**src/logic/function_enable_pkg.sv**
```systemverilog
// Constants for the function enable configuration register and its decode.
// Assumes host cycles arrive already synchronous to sys_clk_i as one-cycle strobes.
// Function
// - enable register sits at configuration index 00h of the index/data pair
// - clock enable of each function drops while its enable bit is clear
// - bit 0 set lets host reach parallel port at address-register range
// - bit 1 set decodes host accesses to first UART
// - bit 1 clear blocks first UART and holds it powered down, registers kept
// - bit 2 gates second UART access and power-down likewise
// - bit 3 gates floppy controller at address picked by bit 5
// - bit 4 clear drives two selects and two motors directly
// - bit 4 set encodes selects and motors for an external four-drive decoder
// - encoded drive 0 with motor 0 on gives motor0, sel1, sel0 all low
// - encoded drive 1 with motor 1 on gives motor0 0, sel 0,1
// - encoded drive 2 with motor 2 on gives motor0 0, sel 1,0
// - encoded drive 3 gives sel 1,1; motor0 high when selected motor off
// - bit 5 picks primary or secondary floppy address range
// - latch strobe follows writes to 3F2h (bit 5 low) or 372h (high)
// - bit 6 set makes IDE reachable at range picked by bit 7
// - bit 6 clear: power control bit 0 picks inactive or floating chip selects
// - IDE disabled keeps byte enables inactive and floats data bit 7
// - bit 7 picks primary or secondary IDE address range
// - IDE primary 1F0-7h, 3F6-7h; secondary 170-7h, 376-7h
package function_enable_pkg;
  localparam logic [7:0] FER_INDEX = 8'h00;
  localparam logic [7:0] FER_RESET = 8'h00;
  localparam int FER_PAR = 0;
  localparam int FER_UART1 = 1;
  localparam int FER_UART2 = 2;
  localparam int FER_FDC = 3;
  localparam int FER_ENCODE = 4;
  localparam int FER_FDC_SEC = 5;
  localparam int FER_IDE = 6;
  localparam int FER_IDE_SEC = 7;
  localparam int DOR_MOTOR0 = 4;
  localparam logic [15:0] FDC_PRI_BASE = 16'h03f0;
  localparam logic [15:0] FDC_SEC_BASE = 16'h0370;
  localparam logic [2:0] FDC_DOR_OFS = 3'h2;
  localparam logic [15:0] IDE_PRI_CMD = 16'h01f0;
  localparam logic [15:0] IDE_SEC_CMD = 16'h0170;
  localparam logic [15:0] IDE_PRI_CTL = 16'h03f6;
  localparam logic [15:0] IDE_SEC_CTL = 16'h0376;
  localparam logic [2:0] IDE_DATA_OFS = 3'h0;
  localparam int PMC_HCS_FLOAT = 0;
endpackage

```
**src/logic/function_enable_config.sv**
```systemverilog
// Function enable register, per-function gating and floppy/IDE select logic.
// Assumes the address register and peripherals live outside and report hits.
`timescale 1ns/1ps
module function_enable_config (
  input wire logic sys_clk_i,
  input wire logic rst_b_i,
  input wire logic [7:0] strap_fer_i,
  input wire logic [7:0] cfg_index_i,
  input wire logic cfg_wr_i,
  input wire logic cfg_rd_i,
  input wire logic [7:0] cfg_wdata_i,
  output logic [7:0] cfg_rdata_o,
  input wire logic [15:0] io_addr_i,
  input wire logic io_wr_i,
  input wire logic io_rd_i,
  input wire logic par_range_hit_i,
  input wire logic uart1_range_hit_i,
  input wire logic uart2_range_hit_i,
  input wire logic [7:0] dor_i,
  input wire logic [7:0] power_mgmt_ctrl_reg_i,
  output logic [7:0] function_enable_reg_o,
  output logic par_clk_en_o,
  output logic uart1_clk_en_o,
  output logic uart2_clk_en_o,
  output logic fdc_clk_en_o,
  output logic ide_clk_en_o,
  output logic par_access_o,
  output logic uart1_access_o,
  output logic uart2_access_o,
  output logic fdc_access_o,
  output logic dor_latch_o,
  output logic drive_select_0_b_o,
  output logic drive_select_1_b_o,
  output logic motor_enable_0_b_o,
  output logic motor_enable_1_b_o,
  output logic hcs0_b_o,
  output logic hcs1_b_o,
  output logic hcs_oe_o,
  output logic ide_high_byte_enable_b_o,
  output logic ide_low_byte_enable_b_o,
  output logic ide_data_bit7_oe_o
);
  import function_enable_pkg::*;

  ////////////////////////////////////////////////////////////////////////////
  // enable register

  logic [7:0] fer_q;
  logic [7:0] fer_d;
  logic strap_pend_q;
  logic [7:0] rdata_q;
  logic fer_sel;

  assign fer_sel = (cfg_index_i == FER_INDEX);

  // straps are caught one edge after reset release, never under reset itself
  always_ff @(posedge sys_clk_i) begin
    if (!rst_b_i) begin
      strap_pend_q <= 1'b1;
    end else begin
      strap_pend_q <= 1'b0;
    end
  end

  always_comb begin
    fer_d = fer_q;
    if (strap_pend_q) begin
      fer_d = strap_fer_i;
    end else if (cfg_wr_i && fer_sel) begin
      fer_d = cfg_wdata_i;
    end
  end

  always_ff @(posedge sys_clk_i) begin
    if (!rst_b_i) begin
      fer_q <= FER_RESET;
    end else begin
      fer_q <= fer_d;
    end
  end

  // other indices belong to other registers and read as zero here
  always_ff @(posedge sys_clk_i) begin
    if (!rst_b_i) begin
      rdata_q <= 8'h00;
    end else if (cfg_rd_i) begin
      rdata_q <= fer_sel ? fer_q : 8'h00;
    end
  end

  assign cfg_rdata_o = rdata_q;
  assign function_enable_reg_o = fer_q;

  ////////////////////////////////////////////////////////////////////////////
  // clock gating and access blocking

  logic [4:0] clk_en_q;
  logic [3:0] access_q;

  always_ff @(posedge sys_clk_i) begin
    if (!rst_b_i) begin
      clk_en_q <= 5'h00;
    end else begin
      clk_en_q <= {fer_q[FER_IDE], fer_q[FER_FDC], fer_q[FER_UART2],
                   fer_q[FER_UART1], fer_q[FER_PAR]};
    end
  end

  assign par_clk_en_o = clk_en_q[0];
  assign uart1_clk_en_o = clk_en_q[1];
  assign uart2_clk_en_o = clk_en_q[2];
  assign fdc_clk_en_o = clk_en_q[3];
  assign ide_clk_en_o = clk_en_q[4];

  logic io_cyc;
  logic [15:0] fdc_base;
  logic fdc_hit;

  assign io_cyc = io_wr_i | io_rd_i;
  assign fdc_base = fer_q[FER_FDC_SEC] ? FDC_SEC_BASE : FDC_PRI_BASE;
  assign fdc_hit = (io_addr_i[15:3] == fdc_base[15:3]);

  always_ff @(posedge sys_clk_i) begin
    if (!rst_b_i) begin
      access_q <= 4'h0;
    end else begin
      access_q[0] <= io_cyc & par_range_hit_i & fer_q[FER_PAR];
      access_q[1] <= io_cyc & uart1_range_hit_i & fer_q[FER_UART1];
      access_q[2] <= io_cyc & uart2_range_hit_i & fer_q[FER_UART2];
      access_q[3] <= io_cyc & fdc_hit & fer_q[FER_FDC];
    end
  end

  assign par_access_o = access_q[0];
  assign uart1_access_o = access_q[1];
  assign uart2_access_o = access_q[2];
  assign fdc_access_o = access_q[3];

  ////////////////////////////////////////////////////////////////////////////
  // floppy drive select and motor pins (active low)

  logic dor_latch_q;
  logic [3:0] drv_q;
  logic [3:0] drv_d;
  logic [1:0] dsel;
  logic [3:0] motors;

  assign dsel = dor_i[1:0];
  assign motors = dor_i[DOR_MOTOR0 +: 4];

  always_ff @(posedge sys_clk_i) begin
    if (!rst_b_i) begin
      dor_latch_q <= 1'b0;
    end else begin
      dor_latch_q <= io_wr_i & fdc_hit & (io_addr_i[2:0] == FDC_DOR_OFS);
    end
  end

  assign dor_latch_o = dor_latch_q;

  // drv_d packs {motor1, motor0, select1, select0}
  always_comb begin
    drv_d = 4'hf;
    if (fer_q[FER_ENCODE]) begin
      drv_d[1:0] = dsel;
      drv_d[2] = ~motors[dsel];
      // motor1 has no meaning in this mode; parked inactive
      drv_d[3] = 1'b1;
    end else begin
      drv_d[0] = ~(dsel == 2'd0);
      drv_d[1] = ~(dsel == 2'd1);
      drv_d[2] = ~motors[0];
      drv_d[3] = ~motors[1];
    end
  end

  always_ff @(posedge sys_clk_i) begin
    if (!rst_b_i) begin
      drv_q <= 4'hf;
    end else begin
      drv_q <= drv_d;
    end
  end

  assign drive_select_0_b_o = drv_q[0];
  assign drive_select_1_b_o = drv_q[1];
  assign motor_enable_0_b_o = drv_q[2];
  assign motor_enable_1_b_o = drv_q[3];

  ////////////////////////////////////////////////////////////////////////////
  // IDE chip selects and byte enables (active low)

  logic [15:0] ide_cmd;
  logic [15:0] ide_ctl;
  logic cmd_hit;
  logic ctl_hit;
  logic ide_on;
  logic [5:0] ide_q;

  assign ide_cmd = fer_q[FER_IDE_SEC] ? IDE_SEC_CMD : IDE_PRI_CMD;
  assign ide_ctl = fer_q[FER_IDE_SEC] ? IDE_SEC_CTL : IDE_PRI_CTL;
  assign cmd_hit = io_cyc & (io_addr_i[15:3] == ide_cmd[15:3]);
  assign ctl_hit = io_cyc & (io_addr_i[15:1] == ide_ctl[15:1]);
  assign ide_on = fer_q[FER_IDE];

  // ide_q packs {d7_oe, hi_b, lo_b, oe, hcs1_b, hcs0_b}
  always_ff @(posedge sys_clk_i) begin
    if (!rst_b_i) begin
      ide_q <= 6'h1f;
    end else if (ide_on) begin
      ide_q[0] <= ~cmd_hit;
      ide_q[1] <= ~ctl_hit;
      ide_q[2] <= 1'b1;
      ide_q[3] <= ~(cmd_hit | ctl_hit);
      ide_q[4] <= ~(cmd_hit & (io_addr_i[2:0] == IDE_DATA_OFS));
      // this block drives bit 7 on reads of the odd control-block address only
      ide_q[5] <= ctl_hit & io_rd_i & io_addr_i[0];
    end else begin
      ide_q[0] <= 1'b1;
      ide_q[1] <= 1'b1;
      ide_q[2] <= ~power_mgmt_ctrl_reg_i[PMC_HCS_FLOAT];
      // byte enables off, data bit 7 floats
      ide_q[3] <= 1'b1;
      ide_q[4] <= 1'b1;
      ide_q[5] <= 1'b0;
    end
  end

  assign hcs0_b_o = ide_q[0];
  assign hcs1_b_o = ide_q[1];
  assign hcs_oe_o = ide_q[2];
  assign ide_low_byte_enable_b_o = ide_q[3];
  assign ide_high_byte_enable_b_o = ide_q[4];
  assign ide_data_bit7_oe_o = ide_q[5];
endmodule

```
**config.mk**
```make
export PLATFORM = sky130hd
export DESIGN_NAME = function_enable_config
export DESIGN_NICKNAME = d
export VERILOG_FILES = /design/src/logic/function_enable_pkg.sv /design/src/logic/function_enable_config.sv
export SDC_FILE = /design/constraint.sdc
export NUM_CORES = 1
export LEC_CHECK = 0
export BUFFER_PORTS_ARGS = -buffer_cell sky130_fd_sc_hd__buf_2
export CAP_MARGIN = 20
export CORE_ASPECT_RATIO = 1.4
export CORE_MARGIN = 4
export CORE_UTILIZATION = 30
export CTS_CLUSTER_SIZE = 28
export DETAILED_ROUTE_END_ITERATION = 10
export GPL_TIMING_DRIVEN = 0
export HOLD_SLACK_MARGIN = 0.08
export SYNTH_ARGS = -nofsm -noshare
export SYNTH_HDL_FRONTEND = slang
export SYNTH_SLANG_ARGS = --single-unit
```
**constraint.sdc**
```tcl
create_clock -name sys_clk_i -period 3.9 [get_ports sys_clk_i]
set_clock_uncertainty 0.1 [all_clocks]
set_input_delay 0.78 -clock sys_clk_i [delete_from_list [all_inputs] [get_ports sys_clk_i]]
set_output_delay 0.78 -clock sys_clk_i [all_outputs]
set_load 0.03 [all_outputs]
```
==> results by group, run 1 <==
Floorplan
  – Die height: 93.1 um
  – Initial Utilization: a little under a third
  – Die X: 68.8 um
  – Core area: 4920 um2
  – Die area: 6400 um2
  – I/O Pins: 101
  – Cell row count: 30

Setup path
  – Worst-path fanout max: 10
  – R2R depth: 4
  – CP Launch Type: input pin
  – CP Capture Type: flop
  – CP cell instances: buf_2, nor4_4, a211oi_4, a221o_1
  – Crit path arrival time: 2080 ps
  – Reg2reg start: strap_pend_q
  – Max stage delay cell, worst path: nor4_4
  – Critical path required time: 3970 ps
  – Reg-to-reg endpoint: function_enable_reg_o[6]
  – Peak per-stage delay on the critical path: 590 ps
  – CP Class: input pin to flop
  – R2r setup slk: 2310 ps

Timing
  – Final worst path period need: between 2000 and 2500 ps
  – Final TNS setup: 0 ps
  – Final period utilization: roughly half
  – Slew HR: 58.3%
  – RSZ-0062 raised after global routing: no
  – Final count of negative-setup-slack endpoints: 0
  – Hold Vio Cnt, Final: 0
  – F_max: 0.497 GHz
  – Slew Limit Fails: 0
  – Hold WS: between 300 and 400 ps
  – Final Worst Setup Slack: 1890 ps
  – Least-Margin Pin Slew: 620 ps

Yosys
  – Post-Synthesis Cells: 166
  – Number of synthesized register bits: 37
  – Synth unique cells: 31
  – Mapped Nets: 231
  – Post-Syn Area per Cell: 9.34 um2
  – Post-synthesis sequential area ratio: 47.8%
  – Syn Std Cell Area: 1550 um2
  – Ys Warns: 0

Clock network
  – CTS root buffer: clkbuf_8
  – Total CTS buffers: 5
  – CTS tree: done
  – Longest Clk Path Bufs: 2
  – Clock slew at the register clock pins of the worst setup and hold paths: 70 ps
  – Clock sinks: 37
  – CTS hold repair buffers: 0
  – CTS H-tree lvls: 2
  – Worst skew pair latency: around 290 ps
  – PostCTS Resize Cnt: 0
  – Post-CTS setup buffer count: 0

Routing
  – Drt first pass iters: 4
  – Total Wirelength: 4360 um
  – Post-DRT Antenna Nets: 0
  – Via count: 1566
  – DRC Markers: 0
  – Number of DRC markers in iteration 0: 33
  – DR vias/cell: 4.76
  – DR WL/cell: 13.2 um

Global routing
  – Largest net degree at the start of global routing: 12
  – Number of global-route vias before repair: 1473
  – Total grt overflow: 0
  – Global-route wire length before repair: 6600 um
  – Initial antenna violation count: 0
  – Total GRT Usage: approximately 14%

Outcome
  – Status: finished clean

Hold path
  – Hold EP: cfg_rdata_o[6]
  – Worst hold path class: flop to flop
  – Hold-critical path depth: 2
  – Beginning of the worst hold path: cfg_rdata_o[6]

Power
  – Max IR drop VDD: 0.136 mV
  – Lkg Pwr: between 1 and 1.5 nW
  – PwrDens: 373 nW/um2

Placed design
  – Placed cell areas: 2090 um2
  – Pre-CTS setup slack: 1590 ps
  – GPL Wtd Cong: 0.801
  – Final HPWL DP: 3450 um
  – IO buf count: 91

Layout
  – Final Cell Area: 2190 um2
  – Fillers: 513
  – Number of diodes: 0
  – Layout cells sized above 1: 42.3%
  – Area grow syn2layout: 41.1%
  – Final core utilization: 44.5%
  – Nets: ~330

Run
  – Maxcap violations: 0
[metrics by stage]
stage / cells / total power, mW
finish: 329 / 0.815
global route: 329 / 0.853
CTS: 329 / 0.826
detailed placement: 321 / 0.533
global placement: 321 / 0.532
floorplan: 166 / 0.474
[cells by family after synthesis]
group,Yosys count,share of synthesized area [%]
AOI/OAI and AO/OA,38,16.7
xor gates and xnor gates,2,1.13
buffers and inverters,18,4.60
DFF,37,47.8
muxes,1,0.646
and+or+nand+nor,70,29.1
[worst max path at each step]
stage / from / endpoint / slack, ps / depth (start not counted)
after global routing: cfg_index_i[3] / function_enable_reg_o[2] / 1800 / 4
after floorplan: cfg_index_i[3] / function_enable_reg_o[0] / 1900 / 3
after detailed placement: cfg_index_i[3] / function_enable_reg_o[4] / 1590 / 4
final: cfg_index_i[3] / function_enable_reg_o[4] / 1890 / 4
after global placement: cfg_index_i[3] / function_enable_reg_o[7] / 1600 / 4
after CTS: cfg_index_i[3] / function_enable_reg_o[2] / 1910 / 4
[flip-flops by register name, summed over array words and instances (netlist names)]
register               cells
drv_q                      4
cfg_rdata_o                8
dor_latch_o                1
clk_en_q                   5
strap_pend_q               1
ide_q                      6
access_q                   4
function_enable_reg_o      8
[power breakdown]
group          switching [mW]  internal (mW)  total (mW)
Sequential             0.0135          0.390       0.404
Combinational          0.0688         0.0502       0.119
Clock                   0.132          0.160       0.292
Total                   0.215          0.600       0.815
[critical path: cells and delay by family]
kind / cells / cell delay, ps
AOI/OAI and AO/OA: 2 / 590
buffers and inverters: 1 / 110
and+or+nand+nor: 1 / 590
[Yosys cell counts]
| master | n | share of area (%) |
|---|---|---|
| and4_1 | 1 | 0.57 |
| and2_1 | 6 | 2.4 |
| o21ai_0 | 8 | 2.6 |
| nor3b_1 | 1 | 0.48 |
| o211ai_1 | 1 | 0.48 |
| and4b_1 | 1 | 0.65 |
| xor2_1 | 2 | 1.1 |
| dfxtp_1 | 37 | 48 |
| or3b_2 | 8 | 4.5 |
| inv_1 | 11 | 2.7 |
| nand3b_1 | 1 | 0.48 |
| nor2_1 | 5 | 1.2 |
| o221ai_1 | 1 | 0.57 |
| a221o_1 | 7 | 4.5 |
| mux2i_1 | 1 | 0.65 |
| buf_4 | 1 | 0.48 |
| a221o_2 | 1 | 0.73 |
| nor3_1 | 4 | 1.3 |
| nor4b_1 | 1 | 0.57 |
| nand2_1 | 10 | 2.4 |
| nand4_1 | 12 | 4.8 |
| a211oi_4 | 1 | 1.3 |
| a21oi_1 | 17 | 5.5 |
| a211o_1 | 1 | 0.57 |
| or3_1 | 1 | 0.40 |
| nor4_4 | 2 | 2.7 |
| clkbuf_1 | 6 | 1.5 |
| nand2b_1 | 8 | 3.2 |
| o21a_1 | 1 | 0.48 |
| nand3_1 | 4 | 1.3 |
| and3_1 | 5 | 2.0 |
[layout make-up]
class / instances / area [um2] / share of cell area, %
Sequential cell: 37 / 741 / 33.9
Multi-Input combinational cell: 111 / 738 / 33.8
Timing Repair Buffer: 91 / 455 / 20.8
Clock buffer: 7 / 96.3 / 4.41
Tap cell: 64 / 80.1 / 3.66
Inverter: 11 / 41.3 / 1.89
Buffer: 7 / 30.0 / 1.37
Clock inverter: 1 / 5.00 / 0.229
[placed cells by master, fill, tap and decap left out, drive strengths merged, types with 2 or more instances in the layout]
cell / count
nand2b: 8
buf: 92
or3b: 8
nor4: 2
o21ai: 8
xor2: 2
nand4: 12
inv: 11
nor3: 4
clkbuf: 13
and2: 6
and3: 5
nand3: 4
a21oi: 17
nand2: 10
a221o: 8
dfxtp: 37
nor2: 5
[per-layer routing]
layer / up-vias / track usage [%] / wire length, um
li1: 797 / - / -
met1: 693 / 14.7 / 1600
met2: 67 / 24.1 / 2240
met3: 9 / 4.45 / 386
met4: 0 / 7.80 / 134
met5: - / 0 / 0
No activity file was read; power rests on OpenSTA's default activity.
==> run 2: changes to the inputs <==
--- a/config.mk
+++ b/config.mk
@@ -5,6 +5,7 @@
 export SDC_FILE = /design/constraint.sdc
 export NUM_CORES = 1
 export LEC_CHECK = 0
+export ABC_AREA = 1
 export BUFFER_PORTS_ARGS = -buffer_cell sky130_fd_sc_hd__buf_2
 export CAP_MARGIN = 20
 export CORE_ASPECT_RATIO = 1.4
==> constraint.sdc (replaced) <==
create_clock -name sys_clk_i -period 2.1 [get_ports sys_clk_i]
set_clock_uncertainty 0.1 [all_clocks]
set_input_delay 0.42 -clock sys_clk_i [delete_from_list [all_inputs] [get_ports sys_clk_i]]
set_output_delay 0.42 -clock sys_clk_i [all_outputs]
set_load 0.03 [all_outputs]
==> run 2 against run 1 <==
Net effect:
- design area down 2.0%
- synthesized area shrank 1.5%
- clock-buffer cell count unchanged
- register-to-register slack got worse by 1500 ps
- first-iteration DRC count grew 120%
- total power up 83%
- synthesized cell count rose by 28%
- flip-flop and latch count did not move
- die area is 1.4% lower
- cell count grew 13%
- critical path depth is 3 lower
==> results by group, run 2 <==
Clock network
  – Longest Clk Path Bufs: 2 (unchanged)
  – CTS hold repair buffers: 0 (unchanged)
  – CTS tree: done
  – Total CTS buffers: 5 (unchanged)
  – Clock slew at the register clock pins of the worst setup and hold paths: 70 ps (about the same)
  – CTS H-tree lvls: 2 (unchanged)
  – Clock sinks: 37 (unchanged)
  – CTS root buffer: clkbuf_8
  – Post-CTS setup buffer count: 0 (unchanged)
  – Worst skew pair latency: 290 ps (about the same)
  – PostCTS Resize Cnt: 0 (unchanged)

Global routing
  – Number of global-route vias before repair: 1447 (-1.8%)
  – Total GRT Usage: 13.6% (-0.53 points)
  – Largest net degree at the start of global routing: 11 (-1)
  – Initial antenna violation count: 0 (unchanged)
  – Global-route wire length before repair: 6380 um (-3.5%)
  – Total grt overflow: 0 (unchanged)

Yosys
  – Synth unique cells: 21 (-32%)
  – Top cell type's share of synthesized area: 48.5% (+0.74 points)
  – Post-synth top flop: dfxtp_1
  – Post-Synthesis Cells: 212 (+28%)
  – Synth Area in XOR/XNOR: 0% (-1.1 points)
  – Synth Area in Adders: 0% (unchanged)
  – Post-synthesis compound-gate area fraction: 9.84% (-6.9 points)
  – Number of synthesized register bits: 37 (unchanged)
  – Top cells by area, synth: dfxtp_1 49%, nand2_1 15%, nor2_1 6.4%
  – Mux cell area share after synthesis: 0% (-0.65 points)
  – Async S/R FF share, synth: 0% (unchanged)
  – Most common cell in the synthesized netlist: nand2_1
  – Synth cell count leaders: 63 x nand2_1, 37 x dfxtp_1, 26 x nor2_1
  – Simple-gate share of the synthesized area: 32.2% (+3.1 points)
  – EDFF count, synth: 0 (unchanged)
  – Post-synthesis sequential area ratio: 48.5% (+0.74 points)
  – Cell taking the most area after synthesis: dfxtp_1
  – Mapped Nets: 277 (+20%)
  – Ys Warns: 0 (unchanged)
  – Post-Syn Area per Cell: 7.20 um2 (-23%)
  – Syn Std Cell Area: 1530 um2 (-1.5%)
  – Combinational family with the most area after synthesis: simple AND/OR/NAND/NOR gates

Routing
  – Total Wirelength: 4090 um (-6.2%)
  – Number of DRC markers in iteration 0: 71 (+120%)
  – Drt first pass iters: 4 (unchanged)
  – DR WL/cell: 11.0 um (-17%)
  – DR vias/cell: 4.24 (-11%)
  – DRC Markers: 0 (unchanged)
  – Via count: 1583 (+1.1%)
  – Post-DRT Antenna Nets: 0 (unchanged)

Layout
  – Nets: 374 (+14%)
  – Layout cells sized above 1: 34.6% (-7.6 points)
  – Non-Filler Instances: 373 (+13%)
  – Most frequent cells in the layout: 92 x buf_2, 63 x nand2_1, 37 x dfxtp_1, 26 x nor2_1, 23 x inv_1
  – Area grow syn2layout: 40.4%
  – Commonest non-fill, non-tap cell in the layout: buf_2
  – Number of diodes: 0 (unchanged)

Hold path
  – Beginning of the worst hold path: power_mgmt_ctrl_reg_i[0]
  – Worst hold path class: input pin to flop
  – Hold-critical path depth: 2 (unchanged)
  – Hold EP: ide_q[2]

Placed design
  – GPL Wtd Cong: 0.725 (-9.5%)
  – Final HPWL DP: 3320 um (-3.8%)
  – IO buf count: 90 (-1.1%)
  – Placed Cells: 366 (+14%)

Power
  – PwrDens: 696 nW/um2 (+87%)
  – Max IR drop VDD: 0.273 mV (+100%)
  – Lkg Pwr: 1.15 nW (+13%)

Setup path
  – Critical path required time: 1580 ps (-2390 ps)
  – CP cell instances: buf_2
  – R2r setup slk: 780 ps (-1530 ps)
  – CP Launch Type: flop
  – CP Capture Type: output pin
  – CP Launch Point: function_enable_reg_o[3]
  – WP buf/inv: 1 (unchanged)
  – Max stage delay cell, worst path: dfxtp_1
  – Reg-to-reg endpoint: function_enable_reg_o[4]
  – Reg2reg start: strap_pend_q
  – Crit path arrival time: 940 ps (-1140 ps)
  – CP Class: flop to output pin
  – R2R depth: 7 (+3)
  – Peak per-stage delay on the critical path: 420 ps (-170 ps)
  – Worst-path fanout max: 4 (-6)
  – CP top delay family: flip-flops

Floorplan
  – Die height: 92.4 um (-0.70%)
  – Die area: 6310 um2 (-1.4%)
  – Initial Utilization: 31.3% (-0.24 points)
  – I/O Pins: 101 (unchanged)
  – Core area: 4880 um2 (-0.76%)
  – Cell row count: 30 (unchanged)
  – Die X: 68.3 um (-0.68%)

Timing
  – RSZ-0062 raised after global routing: no
  – Final TNS setup: 0 ps (unchanged)
  – Final worst path period need: 1460 ps
  – F_max: 0.685 GHz
  – Least-Margin Pin Slew: 414 ps (-206 ps)
  – Hold Vio Cnt, Final: 0 (unchanged)
  – Final count of negative-setup-slack endpoints: 0 (unchanged)
  – Final period utilization: 69.5%
  – Slew Limit Fails: 0 (unchanged)
  – Slew HR: 72.3% (+14 points)

Run
  – Maxcap violations: 0 (unchanged)

Outcome
  – Status: finished clean
run 2: cell count changes after synthesis, sizes merged, moves of 3 or more:
| cell | before | now |
|---|---|---|
| nand2 | 10 | 64 |
| clkbuf | 6 | 3 |
| or3b | 8 | 0 |
| and3 | 5 | 0 |
| nand3 | 4 | 15 |
| o21ai | 8 | 11 |
| buf | 1 | 5 |
| nor2 | 5 | 27 |
| inv | 11 | 23 |
| nand2b | 8 | 0 |
| nand4 | 12 | 3 |
| and2 | 6 | 0 |
| a221o | 8 | 0 |
run 2: worst max-delay path by stage:
stage,to,cells past startpoint
after floorplan,function_enable_reg_o[0],7
after global placement,function_enable_reg_o[1],8
after detailed placement,function_enable_reg_o[7],8
after CTS,function_enable_reg_o[3],1
after global routing,function_enable_reg_o[3],1
final,function_enable_reg_o[3],1
run 2: kinds of logic (layout without fill, tap and decap cells):
| kind of cell | Yosys count | count (layout) |
|---|---|---|
| simple gates | 115 | 115 |
| flops | 37 | 37 |
| buf+inv | 31 | 128 |
| compound gates | 29 | 29 |
run 2: routing by layer:
layer	routed length, um	share of wire [%]	up-vias	global-route usage, %
li1	-	-	858	-
met1	1530	37	664	14.1
met2	2110	52	53	23.5
met3	329	8.0	8	3.28
met4	115	2.8	0	8.46
met5	0	0	-	0
run 2: cell type report:
class	instances	area, um2
well taps	64	80.1
repair buffers	90	450
clock buffers	7	86.3
inverters	23	86.3
flip-flops and latches	37	741
fillers	562	2740
plain buffers	8	57.6
multi-input cells	144	642
run 2: report_power, final:
part / internal (mW) / switching [mW] / total, mW / leakage (nW)
sequential: 0.733 / 0.0180 / 0.751 / 0.304
combinational: 0.0973 / 0.157 / 0.255 / 0.800
clock: 0.260 / 0.225 / 0.485 / 0.0443
run 2: stage by stage:
step	power, mW	hold WS (ps)	area [um2]	utilization [%]	setup WS [ps]
floorplan	0.917	406	1530	-	704
global placement	1.02	375	2060	42.2	427
detailed placement	1.03	369	2060	42.2	429
CTS	1.51	208	2140	43.9	631
global route	1.56	223	2140	43.9	607
finish	1.49	211	2140	43.9	641
run 2: worst register-to-register path: cells and delay by family, from the launching register on:
family	cells	cell delay (ps)
and+or+nand+nor	3	180
AOI/OAI and AO/OA	1	120
buffers and inverters	3	520
DFF	1	310
==> run 3: changes to the inputs <==
==> constraint.sdc (replaced) <==
create_clock -name sys_clk_i -period 1.3 [get_ports sys_clk_i]
set_clock_uncertainty 0.1 [all_clocks]
set_input_delay 0.26 -clock sys_clk_i [delete_from_list [all_inputs] [get_ports sys_clk_i]]
set_output_delay 0.26 -clock sys_clk_i [all_outputs]
set_load 0.03 [all_outputs]
==> run 3 against run 2 <==
Net effect:
- total power rose by 62%
- combinational power rose by 68%
- global-route usage fell by 0.083 points
==> results by group, run 3 (synthesis results as in run 2) <==
Clock network
  – CTS root buffer: clkbuf_8
  – CTS H-tree lvls: 2 (unchanged)
  – CTS tree: done
  – Worst skew pair latency: 280 ps (about the same)
  – Total CTS buffers: 5 (unchanged)
  – Longest Clk Path Bufs: 2 (unchanged)
  – Clock slew at the register clock pins of the worst setup and hold paths: 60 ps (about the same)
  – Clock sinks: 37 (unchanged)

Routing
  – DR WL/cell: 10.7 um (-2.0%)
  – DRC Markers: 0 (unchanged)
  – Drt first pass iters: 4 (unchanged)
  – Post-DRT Antenna Nets: 0 (unchanged)
  – DR vias/cell: 4.28 (+0.92%)
  – Number of DRC markers in iteration 0: 53 (-25%)
  – Total Wirelength: 4060 um (-0.71%)
  – Via count: 1619 (+2.3%)

Floorplan
  – Die area: 6310 um2 (unchanged)
  – Die X: 68.3 um (unchanged)
  – Initial Utilization: 31.3% (unchanged)
  – Cell row count: 30 (unchanged)
  – Die height: 92.4 um (unchanged)
  – Core area: 4880 um2 (unchanged)
  – I/O Pins: 101 (unchanged)

Layout
  – Reg area: 747 um2 (+0.84%)
  – Nets: 379 (+1.3%)
  – Commonest non-fill, non-tap cell in the layout: buf_2
  – Layout cells sized above 1: 36.9% (+2.3 points)
  – Number of diodes: 0 (unchanged)
  – Fillers: 547 (-2.7%)
  – Area grow syn2layout: 45.3%
  – Most frequent cells in the layout: 85 x buf_2, 63 x nand2_1, 32 x dfxtp_1, 25 x nor2_1, 22 x inv_1
  – Final core utilization: 45.5% (+1.5 points)
  – Multi-input gate area: 644 um2 (+0.39%)

Setup path
  – Max stage delay cell, worst path: dfxtp_1
  – Critical path required time: 940 ps (-640 ps)
  – WP buf/inv: 1 (unchanged)
  – CP Launch Type: flop
  – CP top delay family: flip-flops
  – CP Capture Type: output pin
  – CP cell instances: clkbuf_4
  – CP Class: flop to output pin
  – Peak per-stage delay on the critical path: 390 ps (-30 ps)
  – Worst-path fanout max: 4 (unchanged)
  – Crit path arrival time: 890 ps (-50 ps)

Power
  – Int Pwr: 1.78 mW (+63%)
  – Tot Pwr: 2.42 mW (+62%)
  – Clock power frac: 32.0% (-0.5 points)
  – Lkg Pwr: 1.17 nW (+2.3%)
  – Comb pwr share: 17.7% (+0.6 points)
  – Register share of total power: 50.3% (about the same)
  – Max IR drop VDD: 0.362 mV (+32%)
  – P_sw: 0.642 mW (+60%)
  – Sw Share: 26.5% (-0.34 points)
  – PwrDens: 1090 nW/um2 (+57%)

Global routing
  – Number of global-route vias before repair: 1502 (+3.8%)
  – Total GRT Usage: 13.5% (-0.083 points)
  – Initial antenna violation count: 0 (unchanged)
  – Total grt overflow: 0 (unchanged)
  – Largest net degree at the start of global routing: 11 (unchanged)
  – Global-route wire length before repair: 6490 um (+1.8%)

Timing
  – Final worst path period need: about 1300 ps
  – Slew HR: 70.8% (-1.5 points)
  – Final period utilization: 96.3%
  – RSZ-0062 raised after global routing: no
  – Slew Limit Fails: 0 (unchanged)
  – Least-Margin Pin Slew: 436 ps (+21.8 ps)
  – Final count of negative-setup-slack endpoints: 0 (unchanged)
  – F_max: between 0.7 and 0.8 GHz
  – Hold Vio Cnt, Final: 0 (unchanged)

Outcome
  – Status: finished clean

Placed design
  – Final HPWL DP: 3290 um (-0.92%)
  – GPL Wtd Cong: 0.713 (-1.7%)
  – IO buf count: 90 (unchanged)

Hold path
  – Worst hold path class: input pin to flop

Run
  – Maxcap violations: 0 (unchanged)
[run 3: final cells by class]
type / count / area share (%)
Multi-Input combinational cell: 144 / 29.0
Tap cell: 64 / 3.61
Sequential cell: 37 / 33.7
Inverter: 23 / 3.89
Buffer: 8 / 2.99
Clock buffer: 7 / 3.89
Timing Repair Buffer: 95 / 22.9
[run 3: stage by stage]
stage               instance area, um2  std cells  hold WS, ps  setup TNS, ps  setup slack [ps]
floorplan                         1530        212          245              0              62.0
global placement                  2060        366          357          -1530              -219
detailed placement                2060        366          362          -1550              -211
CTS                               2180        376         88.1              0              7.57
global route                      2220        378          104              0             0.190
finish                            2220        378          102              0              47.7
[run 3: path summary, 6_finish.rpt]
check / startpoint / slack (ps) / endpoint / cells after the start
setup / recovery: function_enable_reg_o[2] / 50 / function_enable_reg_o[2] / 1
hold / removal: par_range_hit_i / 100 / access_q[0] / 3
setup reg to reg: strap_pend_q / 130 / function_enable_reg_o[5] / 7
hold reg to reg: function_enable_reg_o[6] / 370 / clk_en_q[4] / 2
[run 3: per-layer routing]
layer  up-vias  part of all wire [%]  track usage [%]
li1        869                     -                -
met1       687                    37             14.0
met2        57                    52             24.5
met3         6                   9.2             3.52
met4         0                   1.8             5.47
met5         -                     0                0
[run 3: power by group through the flow]
stage	clock network, mW	registers, mW	logic (mW)
after floorplan	0	1.33	0.147
after global placement	0	1.24	0.414
after detailed placement	0	1.24	0.417
after CTS	0.803	1.21	0.426
after global routing	0.848	1.22	0.481
final	0.775	1.22	0.429
[run 3: timing repair]
item                                    CTS  global route
hold endpoints to repair                  3             0
endpoints found under the setup margin    4            14
gates resized for setup                   1            14
buffers inserted                          0             2
hold buffers                              3             0
pin swaps                                 0             1
